==> src/logic/acd_pkg.sv <==
// shared constants, register map and field layout for the comparator control block
package acd_pkg;
  // axi4-lite byte addresses, one aligned word per register
  localparam logic [7:0] ADDR_CTRL_A   = 8'h00;
  localparam logic [7:0] ADDR_CTRL_B   = 8'h04;
  localparam logic [7:0] ADDR_NSEL     = 8'h08;
  localparam logic [7:0] ADDR_PSEL     = 8'h0c;
  localparam logic [7:0] ADDR_MIRROR   = 8'h10;
  localparam logic [7:0] ADDR_FLAGS    = 8'h14;
  localparam logic [7:0] ADDR_IRQ_EN   = 8'h18;
  localparam logic [7:0] ADDR_SYS      = 8'h1c;
  // comparator_ctrl_a bit positions
  localparam int CA_ENABLE = 7;
  localparam int CA_RESULT = 6;
  localparam int CA_INVERT = 4;
  localparam int CA_HYST   = 1;
  localparam int CA_SYNC   = 0;
  // comparator_ctrl_b bit positions
  localparam int CB_RISE   = 1;
  localparam int CB_FALL   = 0;
  // sys register: peripheral gate, global gate, shutdown source enable, sleep
  localparam int SY_PERIPHERAL_IRQ_GATE   = 0;
  localparam int SY_GIE    = 1;
  localparam int SY_SDEN   = 2;
  localparam int SY_SLEEP  = 3;
  localparam logic [7:0] CTRL_RESET = 8'h00;
  localparam logic [2:0] SEL_RESET  = 3'h0;
  // instruction cycle = 4 system clocks
  localparam int INSTR_DIV = 4;
  localparam logic [1:0] INSTR_LAST = 2'h3;
  // minus input selector codes
  localparam logic [2:0] NSEL_AGND = 3'h7;
  localparam logic [2:0] NSEL_REF2 = 3'h6;
  localparam logic [2:0] NSEL_NC5  = 3'h5;
  localparam logic [2:0] NSEL_NC4  = 3'h4;
  // plus input selector codes
  localparam logic [2:0] PSEL_AGND = 3'h7;
  localparam logic [2:0] PSEL_REF2 = 3'h6;
  localparam logic [2:0] PSEL_DAC  = 3'h5;
  localparam logic [2:0] PSEL_PIN1 = 3'h1;
  localparam logic [2:0] PSEL_PIN0 = 3'h0;
  localparam logic [1:0] RESP_OKAY   = 2'h0;
  localparam logic [1:0] RESP_SLVERR = 2'h2;

  // analog front-end control bundle
  typedef struct packed {
    logic       power_on;
    logic       hysteresis;
    logic [5:0] minus_route;
    logic [4:0] plus_route;
  } acd_analog_s;
endpackage

==> src/logic/acd_comparator.sv <==
// digital control of one analog comparator with an axi4-lite register port
// Operation
// enable bit powers the comparator; cleared means lowest-current off state
// result readable in control register a and the shared mirror register
// software routes result to a pin via output select and direction bit; here pin_result always follows gate_source, with no select or direction bit
// raw result sampled into a register once per instruction cycle
// invert select zero passes plus-greater-than-minus; one complements it
// hysteresis select bit drives the hysteresis control of the front end
// result offered as gate source for the gate timer
// software should enable timer synchronisation for clean gating
// sync mode captures result on falling edge of prescaled timer clock
// gate timer advances on rising edge, opposite the capture edge
// rising and falling edges detected separately, each with own enable
// only software clears event flag; a simultaneous edge keeps it set
// edges seen after polarity and enable gating, so toggling raises events
// interrupt needs event enable, peripheral gate and global gate
// three-bit selector routes plus input to pins, converter, reference, ground
// three-bit selector routes minus input to pins, reference, ground
// all inputs disconnected while the enable bit is cleared
// active result with shutdown source enabled suspends waveform generator one
// operates in sleep; sync path stops if timer runs on system clocks
// comparator interrupt wakes device when event enable is set
// minus codes: 7 ground, 6 reference, 5 and 4 open, 3..0 pins
// plus codes: 7 ground, 6 reference, 5 converter, 4..2 open, 1..0 pins
// mirror register bit 0 this comparator, bit 1 the second one
// edges found by comparing current and previous sampled result
`timescale 1ns/100ps
`default_nettype none
module acd_comparator (
  input  wire logic                aclk,
  input  wire logic                aresetn,
  // axi4-lite slave
  input  wire logic [7:0]          s_axi_awaddr,
  input  wire logic                s_axi_awvalid,
  output logic                     s_axi_awready,
  input  wire logic [31:0]         s_axi_wdata,
  input  wire logic [3:0]          s_axi_wstrb,
  input  wire logic                s_axi_wvalid,
  output logic                     s_axi_wready,
  output logic [1:0]               s_axi_bresp,
  output logic                     s_axi_bvalid,
  input  wire logic                s_axi_bready,
  input  wire logic [7:0]          s_axi_araddr,
  input  wire logic                s_axi_arvalid,
  output logic                     s_axi_arready,
  output logic [31:0]              s_axi_rdata,
  output logic [1:0]               s_axi_rresp,
  output logic                     s_axi_rvalid,
  input  wire logic                s_axi_rready,
  // analog side
  input  wire logic                analog_greater,
  input  wire logic                other_mirror_bit,
  output acd_pkg::acd_analog_s     analog_ctrl,
  // gate timer side
  input  wire logic                timer_clk_pre,
  input  wire logic                timer_on_sysclk,
  output logic                     gate_source,
  output logic                     timer_count_en,
  // system side
  output logic                     pin_result,
  output logic                     shutdown_req,
  output logic                     irq_req,
  output logic                     wake_req
);
  import acd_pkg::*;

  typedef enum logic [2:0] {
    ACD_W_IDLE = 3'b001,
    ACD_W_RESP = 3'b010,
    ACD_W_HOLD = 3'b100
  } acd_wst_e;

  logic [7:0] ctrl_a_q;
  logic [1:0] ctrl_b_q;
  logic [2:0] nsel_q;
  logic [2:0] psel_q;
  logic       event_en_q;
  logic [3:0] sys_q;
  logic       flag_q;
  logic [1:0] div_q;
  logic       instr_tick;
  logic       cmp_q;
  logic       cmp_prev_q;
  logic       ana_s1_q;
  logic       ana_s2_q;
  logic       tclk_s1_q;
  logic       tclk_s2_q;
  logic       tclk_d3_q;
  logic       sync_q;
  logic       gated;
  logic       rise_ev;
  logic       fall_ev;
  logic       edge_set;
  logic       sync_run;
  logic       tclk_fall;
  logic       tclk_rise;
  acd_wst_e   wst_q;
  logic [7:0] awaddr_q;
  logic [31:0] wdata_q;
  logic [3:0] wstrb_q;
  logic       aw_have_q;
  logic       w_have_q;
  logic       wr_fire;
  logic       wr_bad;
  logic       flag_clr;
  logic [31:0] rd_word;
  logic       rd_bad;

  // instruction-cycle enable
  always_ff @(posedge aclk) begin
    if (!aresetn) begin
      div_q <= 2'h0;
    end else begin
      div_q <= div_q + 2'h1;
    end
  end
  assign instr_tick = (div_q == INSTR_LAST);

  // analog comparator output is asynchronous to aclk
  always_ff @(posedge aclk) begin
    if (!aresetn) begin
      ana_s1_q <= 1'b0;
      ana_s2_q <= 1'b0;
      tclk_s1_q <= 1'b0;
      tclk_s2_q <= 1'b0;
      tclk_d3_q <= 1'b0;
    end else begin
      ana_s1_q <= analog_greater;
      ana_s2_q <= ana_s1_q;
      tclk_s1_q <= timer_clk_pre;
      tclk_s2_q <= tclk_s1_q;
      tclk_d3_q <= tclk_s2_q;
    end
  end

  // disabled comparator reads low before polarity, so toggling either still gives an edge
  assign gated = (ctrl_a_q[CA_ENABLE] & ana_s2_q) ^ ctrl_a_q[CA_INVERT];

  always_ff @(posedge aclk) begin
    if (!aresetn) begin
      cmp_q <= 1'b0;
      cmp_prev_q <= 1'b0;
    end else if (instr_tick) begin
      cmp_q <= gated;
      cmp_prev_q <= cmp_q;
    end
  end

  assign rise_ev = instr_tick & cmp_q & ~cmp_prev_q;
  assign fall_ev = instr_tick & ~cmp_q & cmp_prev_q;
  assign edge_set = (rise_ev & ctrl_b_q[CB_RISE]) | (fall_ev & ctrl_b_q[CB_FALL]);

  // timer clock edges, prescaled clock arrives from the timer
  assign tclk_fall = tclk_d3_q & ~tclk_s2_q;
  assign tclk_rise = ~tclk_d3_q & tclk_s2_q;
  // system-clocked timer halts in sleep, so the sync path freezes too
  assign sync_run = ~(sys_q[SY_SLEEP] & timer_on_sysclk);

  always_ff @(posedge aclk) begin
    if (!aresetn) begin
      sync_q <= 1'b0;
    end else if (tclk_fall && sync_run) begin
      sync_q <= cmp_q;
    end
  end

  assign gate_source = ctrl_a_q[CA_SYNC] ? sync_q : cmp_q;
  assign timer_count_en = tclk_rise & sync_run;
  assign pin_result = gate_source;
  assign shutdown_req = cmp_q & sys_q[SY_SDEN];
  assign irq_req = flag_q & event_en_q & sys_q[SY_PERIPHERAL_IRQ_GATE] & sys_q[SY_GIE];
  assign wake_req = flag_q & event_en_q & sys_q[SY_SLEEP];

  always_comb begin
    analog_ctrl = '0;
    analog_ctrl.power_on = ctrl_a_q[CA_ENABLE];
    analog_ctrl.hysteresis = ctrl_a_q[CA_ENABLE] & ctrl_a_q[CA_HYST];
    if (ctrl_a_q[CA_ENABLE]) begin
      if (nsel_q == NSEL_AGND) begin
        analog_ctrl.minus_route[5] = 1'b1;
      end else if (nsel_q == NSEL_REF2) begin
        analog_ctrl.minus_route[4] = 1'b1;
      end else if (nsel_q != NSEL_NC5 && nsel_q != NSEL_NC4) begin
        analog_ctrl.minus_route[nsel_q[1:0]] = 1'b1;
      end
      if (psel_q == PSEL_AGND) begin
        analog_ctrl.plus_route[4] = 1'b1;
      end else if (psel_q == PSEL_REF2) begin
        analog_ctrl.plus_route[3] = 1'b1;
      end else if (psel_q == PSEL_DAC) begin
        analog_ctrl.plus_route[2] = 1'b1;
      end else if (psel_q == PSEL_PIN1) begin
        analog_ctrl.plus_route[1] = 1'b1;
      end else if (psel_q == PSEL_PIN0) begin
        analog_ctrl.plus_route[0] = 1'b1;
      end
    end
  end

  // write channel: address and data accepted in either order
  assign s_axi_awready = (wst_q == ACD_W_IDLE) && !aw_have_q;
  assign s_axi_wready = (wst_q == ACD_W_IDLE) && !w_have_q;
  assign wr_fire = (wst_q == ACD_W_IDLE) && aw_have_q && w_have_q;

  always_ff @(posedge aclk) begin
    if (!aresetn) begin
      aw_have_q <= 1'b0;
      w_have_q <= 1'b0;
      awaddr_q <= 8'h00;
      wdata_q <= 32'h0000_0000;
      wstrb_q <= 4'h0;
    end else begin
      if (s_axi_awvalid && s_axi_awready) begin
        aw_have_q <= 1'b1;
        awaddr_q <= s_axi_awaddr;
      end else if (wr_fire) begin
        aw_have_q <= 1'b0;
      end
      if (s_axi_wvalid && s_axi_wready) begin
        w_have_q <= 1'b1;
        wdata_q <= s_axi_wdata;
        wstrb_q <= s_axi_wstrb;
      end else if (wr_fire) begin
        w_have_q <= 1'b0;
      end
    end
  end

  always_comb begin
    wr_bad = 1'b0;
    if (awaddr_q == ADDR_CTRL_A || awaddr_q == ADDR_CTRL_B) begin
      wr_bad = 1'b0;
    end else if (awaddr_q == ADDR_NSEL || awaddr_q == ADDR_PSEL) begin
      wr_bad = 1'b0;
    end else if (awaddr_q == ADDR_FLAGS || awaddr_q == ADDR_IRQ_EN) begin
      wr_bad = 1'b0;
    end else if (awaddr_q == ADDR_SYS || awaddr_q == ADDR_MIRROR) begin
      wr_bad = 1'b0;
    end else begin
      wr_bad = 1'b1;
    end
  end

  always_ff @(posedge aclk) begin
    if (!aresetn) begin
      wst_q <= ACD_W_IDLE;
      s_axi_bvalid <= 1'b0;
      s_axi_bresp <= RESP_OKAY;
    end else begin
      case (wst_q)
        ACD_W_IDLE: begin
          if (wr_fire) begin
            wst_q <= ACD_W_RESP;
            s_axi_bvalid <= 1'b1;
            s_axi_bresp <= wr_bad ? RESP_SLVERR : RESP_OKAY;
          end
        end
        ACD_W_RESP: begin
          if (s_axi_bready) begin
            wst_q <= ACD_W_HOLD;
            s_axi_bvalid <= 1'b0;
          end
        end
        ACD_W_HOLD: begin
          wst_q <= ACD_W_IDLE;
        end
        default: begin
          wst_q <= ACD_W_IDLE;
        end
      endcase
    end
  end

  // control registers, low byte lane only
  always_ff @(posedge aclk) begin
    if (!aresetn) begin
      ctrl_a_q <= CTRL_RESET;
      ctrl_b_q <= 2'h0;
      nsel_q <= SEL_RESET;
      psel_q <= SEL_RESET;
      event_en_q <= 1'b0;
      sys_q <= 4'h0;
    end else if (wr_fire && wstrb_q[0]) begin
      if (awaddr_q == ADDR_CTRL_A) begin
        ctrl_a_q <= wdata_q[7:0] & 8'h93;
      end else if (awaddr_q == ADDR_CTRL_B) begin
        ctrl_b_q <= wdata_q[1:0];
      end else if (awaddr_q == ADDR_NSEL) begin
        nsel_q <= wdata_q[2:0];
      end else if (awaddr_q == ADDR_PSEL) begin
        psel_q <= wdata_q[2:0];
      end else if (awaddr_q == ADDR_IRQ_EN) begin
        event_en_q <= wdata_q[0];
      end else if (awaddr_q == ADDR_SYS) begin
        sys_q <= wdata_q[3:0];
      end
    end
  end

  // writing zero to bit 0 of the flag register clears it
  assign flag_clr = wr_fire && wstrb_q[0] && (awaddr_q == ADDR_FLAGS) && !wdata_q[0];

  always_ff @(posedge aclk) begin
    if (!aresetn) begin
      flag_q <= 1'b0;
    end else if (edge_set) begin
      flag_q <= 1'b1;
    end else if (flag_clr) begin
      flag_q <= 1'b0;
    end
  end

  // read channel
  always_comb begin
    rd_word = 32'h0000_0000;
    rd_bad = 1'b0;
    if (s_axi_araddr == ADDR_CTRL_A) begin
      rd_word[7:0] = ctrl_a_q;
      rd_word[CA_RESULT] = cmp_q;
    end else if (s_axi_araddr == ADDR_CTRL_B) begin
      rd_word[1:0] = ctrl_b_q;
    end else if (s_axi_araddr == ADDR_NSEL) begin
      rd_word[2:0] = nsel_q;
    end else if (s_axi_araddr == ADDR_PSEL) begin
      rd_word[2:0] = psel_q;
    end else if (s_axi_araddr == ADDR_MIRROR) begin
      rd_word[1:0] = {other_mirror_bit, cmp_q};
    end else if (s_axi_araddr == ADDR_FLAGS) begin
      rd_word[0] = flag_q;
    end else if (s_axi_araddr == ADDR_IRQ_EN) begin
      rd_word[0] = event_en_q;
    end else if (s_axi_araddr == ADDR_SYS) begin
      rd_word[3:0] = sys_q;
    end else begin
      rd_bad = 1'b1;
    end
  end

  assign s_axi_arready = !s_axi_rvalid;

  always_ff @(posedge aclk) begin
    if (!aresetn) begin
      s_axi_rvalid <= 1'b0;
      s_axi_rdata <= 32'h0000_0000;
      s_axi_rresp <= RESP_OKAY;
    end else if (s_axi_arvalid && s_axi_arready) begin
      s_axi_rvalid <= 1'b1;
      s_axi_rdata <= rd_word;
      s_axi_rresp <= rd_bad ? RESP_SLVERR : RESP_OKAY;
    end else if (s_axi_rready) begin
      s_axi_rvalid <= 1'b0;
    end
  end

  a_flag_set_wins: assert property (@(posedge aclk) disable iff (!aresetn)
    edge_set |=> flag_q) else $error("edge lost against flag clear");
  a_flag_clear_sw: assert property (@(posedge aclk) disable iff (!aresetn)
    (flag_q && !flag_clr) |=> flag_q) else $error("flag fell without clear");
  a_sample_tick: assert property (@(posedge aclk) disable iff (!aresetn)
    !instr_tick |=> $stable(cmp_q)) else $error("result sampled off tick");
  a_polarity_map: assert property (@(posedge aclk) disable iff (!aresetn)
    (instr_tick && ctrl_a_q[CA_ENABLE]) |=> cmp_q == $past(ana_s2_q ^ ctrl_a_q[CA_INVERT]))
    else $error("polarity wrong");
  a_inputs_off: assert property (@(posedge aclk) disable iff (!aresetn)
    !ctrl_a_q[CA_ENABLE] |-> (analog_ctrl == '0)) else $error("inputs left on");
  a_rise_flag: assert property (@(posedge aclk) disable iff (!aresetn)
    (rise_ev && ctrl_b_q[CB_RISE]) |=> flag_q) else $error("rising edge missed");
  a_fall_masked: assert property (@(posedge aclk) disable iff (!aresetn)
    (!flag_q && fall_ev && !ctrl_b_q[CB_FALL] && !rise_ev) |=> !flag_q)
    else $error("masked fall set flag");
  a_irq_gates: assert property (@(posedge aclk) disable iff (!aresetn)
    irq_req |-> (flag_q && sys_q[SY_GIE] && sys_q[SY_PERIPHERAL_IRQ_GATE] && event_en_q))
    else $error("irq without gates");
  a_sync_hold: assert property (@(posedge aclk) disable iff (!aresetn)
    !tclk_fall |=> $stable(sync_q)) else $error("sync moved off falling edge");
  a_shutdown_out: assert property (@(posedge aclk) disable iff (!aresetn)
    shutdown_req == (cmp_q && sys_q[SY_SDEN])) else $error("shutdown mismatch");
endmodule
`default_nettype wire

==> config.mk <==
export PLATFORM = sky130hd
export DESIGN_NAME = acd_comparator
export DESIGN_NICKNAME = d
export VERILOG_FILES = /design/src/logic/acd_pkg.sv /design/src/logic/acd_comparator.sv
export SDC_FILE = /design/constraint.sdc
export NUM_CORES = 1
export LEC_CHECK = 0
export ABC_AREA = 1
export BUFFER_PORTS_ARGS = -buffer_cell sky130_fd_sc_hd__buf_2
export CAP_MARGIN = 20
export CORE_UTILIZATION = 52
export DETAILED_ROUTE_END_ITERATION = 6
export GPL_ROUTABILITY_DRIVEN = 0
export HOLD_SLACK_MARGIN = 0.02
export PLACE_DENSITY_LB_ADDON = 0.12
export SYNTH_ARGS = -nofsm -noshare
export SYNTH_HDL_FRONTEND = slang
export SYNTH_SLANG_ARGS = --single-unit
export TNS_END_PERCENT = 30
==> constraint.sdc <==
create_clock -name aclk -period 3.2 [get_ports aclk]
set_input_delay 0.16 -clock aclk [delete_from_list [all_inputs] [get_ports aclk]]
set_output_delay 0.16 -clock aclk [all_outputs]
set_load 0.03 [all_outputs]
After elaboration in Yosys (flattened, before gate mapping)
Cells that the tools add are included.

Register bits after elaboration: 64. Input port bits: 63.

Add/sub/neg operators: 1. Multiplexer cells: 67. Bitwise logic cells: 29. Equal/unequal tests: 27. Reduce and logical (&&, ||, !) cells: 38. Magnitude comparators: 2.

Operators with widths (count): == test 8 x 5 -> 1 bit (second input constant) (8); 2-to-1 mux 4 bit (13); 2-to-1 mux 1 bit (35); == test 8 x 4 -> 1 bit (second input constant) (4); 2-to-1 mux 3 bit (7); AND 1 bit (17); == test 8 x 3 -> 1 bit (second input constant) (2); zero test 8 bit (2); == test 3 bit (second input constant) (5); 2-to-1 mux 2 bit (7); logical AND 1 bit (13); 2-to-1 mux 11 bit (1); inverter 1 bit (10); nonzero test 2 bit (5); AND reduction 7 bit (1); == test 3 x 1 -> 1 bit (second input constant) (2); inequality test 3 bit (second input constant) (2); case mux 3 bit (2 select lines) (1); AND reduction 2 bit (3); AND reduction 3 bit (2); AND reduction 6 bit (1); 2-to-1 mux 5 bit (1); AND reduction 5 bit (1); zero test 1 bit (4); other kinds (13) (17).

Logic depth before layout (Yosys ltp)
Gate-level depths: netlist of run 1.

Word-level depth: 16. Gate-level depth with buffers: 11. Gate-level depth less buffers: 11.

Least setup slack after synthesis of run 1
No wires, ideal clock.

Path type: register to output. From: register cmp_q. To: output pin_result. Path slack: 1566 ps. Required time: 3040 ps. Data arrival time: 1474 ps. Stages on the path, launching flop included: 4. Path through: dfxtp_1 inv_1 o21ai_0 buf_4.

Longest elaborated chain between the ends: 1.

Ends and longest elaborated chain: start, declared (line acd_comparator.sv:82) `logic cmp_q;`; start signal, assigned (line acd_comparator.sv:144) `cmp_q <= gated;`; 2-to-1 mux 1 bit (line acd_comparator.sv:167) `assign gate_source = ctrl_a_q[CA_SYNC] ? sync_q : cmp_q;`; end, declared (line acd_comparator.sv:60) `output logic pin_result,`.

No other way between the ends.

==> results of run 1 <==
layer usage:
layer,track usage,vias to the layer above,part of all wire,wire [um]
met5,0,-,0,0
met4,0.09245,0,0.012,68
met3,0.06071,6,0.059,348
met2,0.3384,89,0.47,2785
met1,0.2504,1117,0.46,2689
li1,-,1323,-,-
flip-flops by register name, summed over array words and instances (netlist names), 2 cells and up:
signal,cells
psel_q,3
awaddr_q,8
nsel_q,3
s_axi_rdata,7
ctrl_b_q,2
div_q,2
ctrl_a_q,4
wst_q,3
wdata_q,6
sys_q,4
power by group through the flow:
stage                     sequential (uW)  combinational, uW  clock, uW
after floorplan                       808                192          0
after global placement                799                227          0
after detailed placement              800                231          0
after CTS                             784                233        622
after global routing                  787                256        663
final                                 784                232        607
cells in the final DEF, fill, tap and decap left out, types with 2 or more instances in the layout:
master / Yosys / layout
a211oi_1: 4 / 4
a211oi_2: 14 / 14
a21oi_1: 30 / 30
buf_2: 3 / 66
buf_4: 29 / 2
clkbuf_8: 0 / 12
clkinv_2: 0 / 2
conb_1: 1 / 27
dfxtp_1: 59 / 59
dlygate4sd3_1: 0 / 2
inv_1: 44 / 44
inv_2: 6 / 6
nand2_1: 58 / 58
nand3_1: 13 / 13
nand4_1: 3 / 3
nor2_1: 47 / 47
nor2_2: 4 / 4
nor2_4: 4 / 4
nor2_8: 3 / 3
nor3_1: 13 / 13
nor3_2: 2 / 2
o2111ai_1: 2 / 2
o211ai_1: 2 / 2
o21ai_0: 21 / 21
layout make-up:
cell class / count / area share
well taps: 70 / 0.02574
repair buffers: 70 / 0.1074
clock buffers: 13 / 0.04963
multi-input cells: 259 / 0.4103
flip-flops and latches: 59 / 0.3471
inverters: 51 / 0.05699
clock inverters: 2 / 0.002941
worst paths after layout:
kind	endpoint	start	slack, ps
max	analog_ctrl[9]	ctrl_a_q[7]	1360
min	wst_q[2]	s_axi_bready	100
max reg2reg	awaddr_q[4]	wst_q[0]	1780
min reg2reg	ana_s2_q	ana_s1_q	420
cells by family after synthesis:
family                     share of synthesized area
DFF                                           0.4038
xor gates and xnor gates                    0.002995
buffers and inverters                         0.1523
AOI/OAI and AO/OA                             0.1779
other                                       0.001282
and+or+nand+nor                               0.2575
adders and majority gates                   0.004276
per-stage QoR:
step	cells	util
3_3_place_gp	507	0.6080
4_1_cts	524	0.6458
3_5_place_dp	507	0.6080
6_report	524	0.6458
2_1_floorplan	406	-
5_1_grt	524	0.6458
worst register-to-register path: cells and delay by family, from the launching register on:
kind,cells,cell delay (ps)
DFF,1,350
and+or+nand+nor,3,650
AOI/OAI and AO/OA,2,290
==> flow_metrics.tcl, run 1 <==
set metrics [dict create \
    start_util 0.5551 \
    synth_largest_area_cell "dfxtp_1" \
    cts.htree.levels 3 \
    place_area_sq_mm 0.003204 \
    switching_share 0.2826 \
    grt_pass1_wl_um 9542 \
    cp_max_fo 7 \
    synth_edf_count 0 \
    initialDrtViolationCount 99 \
    ant_nets 0 \
    fill_cells 506 \
    num_vias 2535 \
    multi_input_area_sq_mm 0.001396 \
    r2r.worst_path.cells 5 \
    synth_area_sq_mm 0.002925 \
    nNetsFinal 514 \
    synth_ff_type "dfxtp_1" \
    p_comb_frac 0.143 \
    post_cts_resized 0 \
    io_buffers 66 \
    worst_slew_margin_rel 0.5041 \
    cts_sinks 59 \
    vias_per_cell 4.838 \
    rsz0062_at_grt "no" \
    pwr-share-seq 0.483 \
    cp_top_family "flip-flops" \
    syn_inst 380 \
    design.die.area_sq_mm 0.005930 \
    setup_viol 0 \
    ctsHoldBuffers 2 \
    crit_cells 4 \
    timing.setup.tns_ps 0 \
    first_pass_iters 4 \
    fin_crit_ps 1843 \
    skew_ps 8.588 \
    first_global_vias 2203 \
    wl_per_cell_um 11.24 \
    crit_arrival_ps 1680 \
    critPathCaptureType "output pin" \
    wl_um 5891 \
    die_x_um 77.01 \
    track_usage 0.2068 \
    power_leakage_uw 0.001576 \
    synth_seq_cells 59 \
    regArea_sq_mm 0.001181 \
    required_ps 3040 \
    start_kind "register" \
    pre_cts_ws_ps 1702 \
    total_power_uw 1623 \
    antenna_found_initial 0 \
    io-pin-count 123 \
    cts_tree "yes" \
    hold_ws_ps 95.54 \
    synth.most_common_cell "dfxtp_1" \
    die_height_um 77.01 \
    syn_area_per_cell_sq_um 7.698 \
    yosysWarnings 0 \
    core_sq_mm 0.005270 \
    critical_path.max_stage_delay_ps 480 \
    power.switching_uw 458.7 \
    drc 0 \
    synth_top_area_frac 0.4038 \
    clkTransAtPathRegs_ps 60 \
    fin_crit_sh 0.5758 \
    synth_async_sr_flop_share 0 \
    drive_above_1_share 0.2643 \
    cts_buffers 9 \
    finalHoldViolCount 0 \
    yosys-top-cells-area "dfxtp_1 (40%), buf_4 (7.4%), nand2_1 (7.4%), nor2_1 (6.0%), a211oi_2 (6.0%)" \
    crit_type "register to output pin" \
    crit_chain "inv_1 > or2_2 > nor3_1 > buf_2" \
    layout_setup_ws_ps 1357 \
    crit_path_top_delay_cell "dfxtp_1" \
    fmax_ghz 0.5427 \
    hp-class "primary input to register" \
    synth.distinct_cells 36 \
    crit_buf_inv 2 \
    grt_max_degree 28 \
    clock_path_buffers 2 \
    p_int_uw 1164 \
    design_area_sq_mm 0.003403 \
    gr-total-overflow 0 \
    synth_common_cells "dfxtp_1 (59), nand2_1 (58), nor2_1 (47)" \
    post_cts_buffers 0 \
    dp_hpwl_um 4382 \
    status "finished, final reports clean" \
    clock_latency_ps 330 \
    antenna_cells 0 \
    vdd_ir_drop_max_mv 0.3642 \
    drv_slew 0 \
    p_per_area_mw_per_mm2 476.9 \
    worst_pin_slew_ps 743.0 \
    clockPowerShare 0.374 \
    num_rows 26 \
    hold-path-cell-count 3 \
    area_growth_pct 16.34 \
    yosysSeqAreaShare 0.4038 \
    max_cap_violations 0 \
    clockRootBuffer "clkbuf_8" \
]
Power figures use the tool's default switching activity.
==> run 2, diff against run 1 <==
- CORE_UTILIZATION: 52 -> 48
- clock period: 3.2 -> 1.7 ns (I/O delays scaled with it)
==> flow_metrics.tcl, run 2 (same netlist as run 1, synthesis figures left out) <==
set metrics [dict create \
    crit_type "register to output pin" \
    gr-total-overflow 0 \
    fmax_ghz 0.6587 \
    clockRootBuffer "clkbuf_8" \
    fin_cells 533 \
    core_sq_mm 0.005886 \
    start_util 0.4970 \
    drt-met1-wl_um 2816 \
    track_usage 0.2046 \
    p_comb_frac 0.135 \
    wl_per_cell_um 11.35 \
    wl_met2_um 2888 \
    post_cts_buffers 0 \
    critical_path.max_stage_delay_ps 330 \
    skew_ps 7.612 \
    io-pin-count 123 \
    crit_arrival_ps 1430 \
    first_global_vias 2214 \
    cts_sinks 59 \
    cp_max_fo 5 \
    critPathCaptureType "output pin" \
    multi_input_area_sq_mm 0.001396 \
    final_common_cell "buf_2" \
    die_height_um 80.07 \
    cts_buffers 9 \
    max_cap_violations 0 \
    regArea_sq_mm 0.001181 \
    hp-class "primary input to register" \
    initialDrtViolationCount 66 \
    place_area_sq_mm 0.003218 \
    cts.htree.levels 3 \
    fin_crit_sh 0.8930 \
    grt_pass1_wl_um 9832 \
    setup_viol 0 \
    design_area_sq_mm 0.003477 \
    cts_tree "yes" \
    timing.setup.tns_ps 0 \
    clock_path_buffers 2 \
    drive_above_1_share 0.2598 \
    crit_chain "inv_1 > or2_2 > nor3_1 > buf_2" \
    antenna_found_initial 0 \
    ant_nets 0 \
    nNetsFinal 518 \
    antenna_cells 0 \
    first_pass_iters 4 \
    pwr-share-seq 0.450 \
    drc 0 \
    finalHoldViolCount 0 \
    io_buffers 66 \
    largest_reg_flops 8 \
    power_leakage_uw 0.001602 \
    num_vias 2529 \
    power.switching_uw 857.6 \
    clkTransAtPathRegs_ps 60 \
    rsz0062_at_grt "no" \
    crit_path_top_delay_cell "dfxtp_1" \
    dp_cells 513 \
    p_per_area_mw_per_mm2 942.9 \
    fin_crit_ps 1518 \
    p_int_uw 2421 \
    top_register "awaddr_q" \
    num_rows 28 \
    wl_met3_um 300 \
    required_ps 1620 \
    area_growth_pct 18.86 \
    wl_um 6051 \
    fill_cells 573 \
    vdd_ir_drop_max_mv 0.4985 \
    grt_max_degree 33 \
    clockPowerShare 0.415 \
    vias_per_cell 4.745 \
    drv_slew 0 \
    dp_hpwl_um 4467 \
    clock_latency_ps 330 \
    top_layer "met4" \
    start_kind "register" \
    final_cell_mix "buf_2 (66), dfxtp_1 (59), nand2_1 (58)" \
    top_regs "awaddr_q x8, s_axi_rdata x7, wdata_q x6" \
    design.die.area_sq_mm 0.006410 \
    switching_share 0.2616 \
    status "finished, final reports clean" \
    die_x_um 80.07 \
]
run 2: changes by cell type in the layout (fill, tap and decap cells not counted):
cell / before / now
buf_4: 2 / 3
bufinv_16: 0 / 2
clkbuf_1: 1 / 3
clkbuf_8: 12 / 10
clkinv_2: 2 / 0
dlygate4sd3_1: 2 / 5
run 2: area by class of cell:
| class | count | share of cell area |
|---|---|---|
| Multi-Input combinational cell | 259 | 0.4016 |
| Sequential cell | 59 | 0.3397 |
| Timing Repair Buffer | 74 | 0.1159 |
| Inverter | 51 | 0.05578 |
| Clock buffer | 13 | 0.04282 |
| Tap cell | 75 | 0.02699 |
| Clock inverter | 2 | 0.01727 |
run 2: final timing paths:
kind	slack (ps)	cells past startpoint	end	from
max	180	4	analog_ctrl[7]	ctrl_a_q[7]
min	30	3	awaddr_q[5]	s_axi_awaddr[5]
max reg2reg	280	5	awaddr_q[3]	wst_q[0]
min reg2reg	420	2	ana_s2_q	ana_s1_q
run 2: metal layers:
layer | global-route usage | up-vias
met5 | 0 | -
met4 | 0.05357 | 0
met3 | 0.07500 | 6
met2 | 0.3453 | 72
met1 | 0.2445 | 1117
li1 | - | 1334
run 2: through the flow:
step,total power [uW],setup slack [ps],hold WS (ps),utilization
6_report,3278,181.8,31.73,0.5908
5_1_grt,3428,51.81,33.61,0.5908
4_1_cts,3311,152.2,22.18,0.5908
3_5_place_dp,1941,291.9,273.1,0.5468
3_3_place_gp,1935,323.3,267.6,0.5468
2_1_floorplan,1882,77.43,182.6,-
run 2: critical path: cells and delay by family (launching register included):
family                 cells  cell delay [ps]
flip-flops                 1              330
buffers and inverters      2              320
AND/OR/NAND/NOR            2              450
run 2: timing repair:
action | 4_1_cts | 5_1_grt
hold endpoints to repair | 5 | 0
gates resized for setup | 0 | 0
hold buffers | 5 | 0
endpoints found under the setup margin | 0 | 0
run 2: power by group through the flow:
| stage | Combinational [uW] | Sequential (uW) | Clock, uW |
|---|---|---|---|
| floorplan | 362 | 1520 | 0 |
| global placement | 431 | 1500 | 0 |
| global route | 496 | 1480 | 1450 |
| CTS | 446 | 1480 | 1390 |
| finish | 444 | 1480 | 1360 |
| detailed placement | 435 | 1510 | 0 |
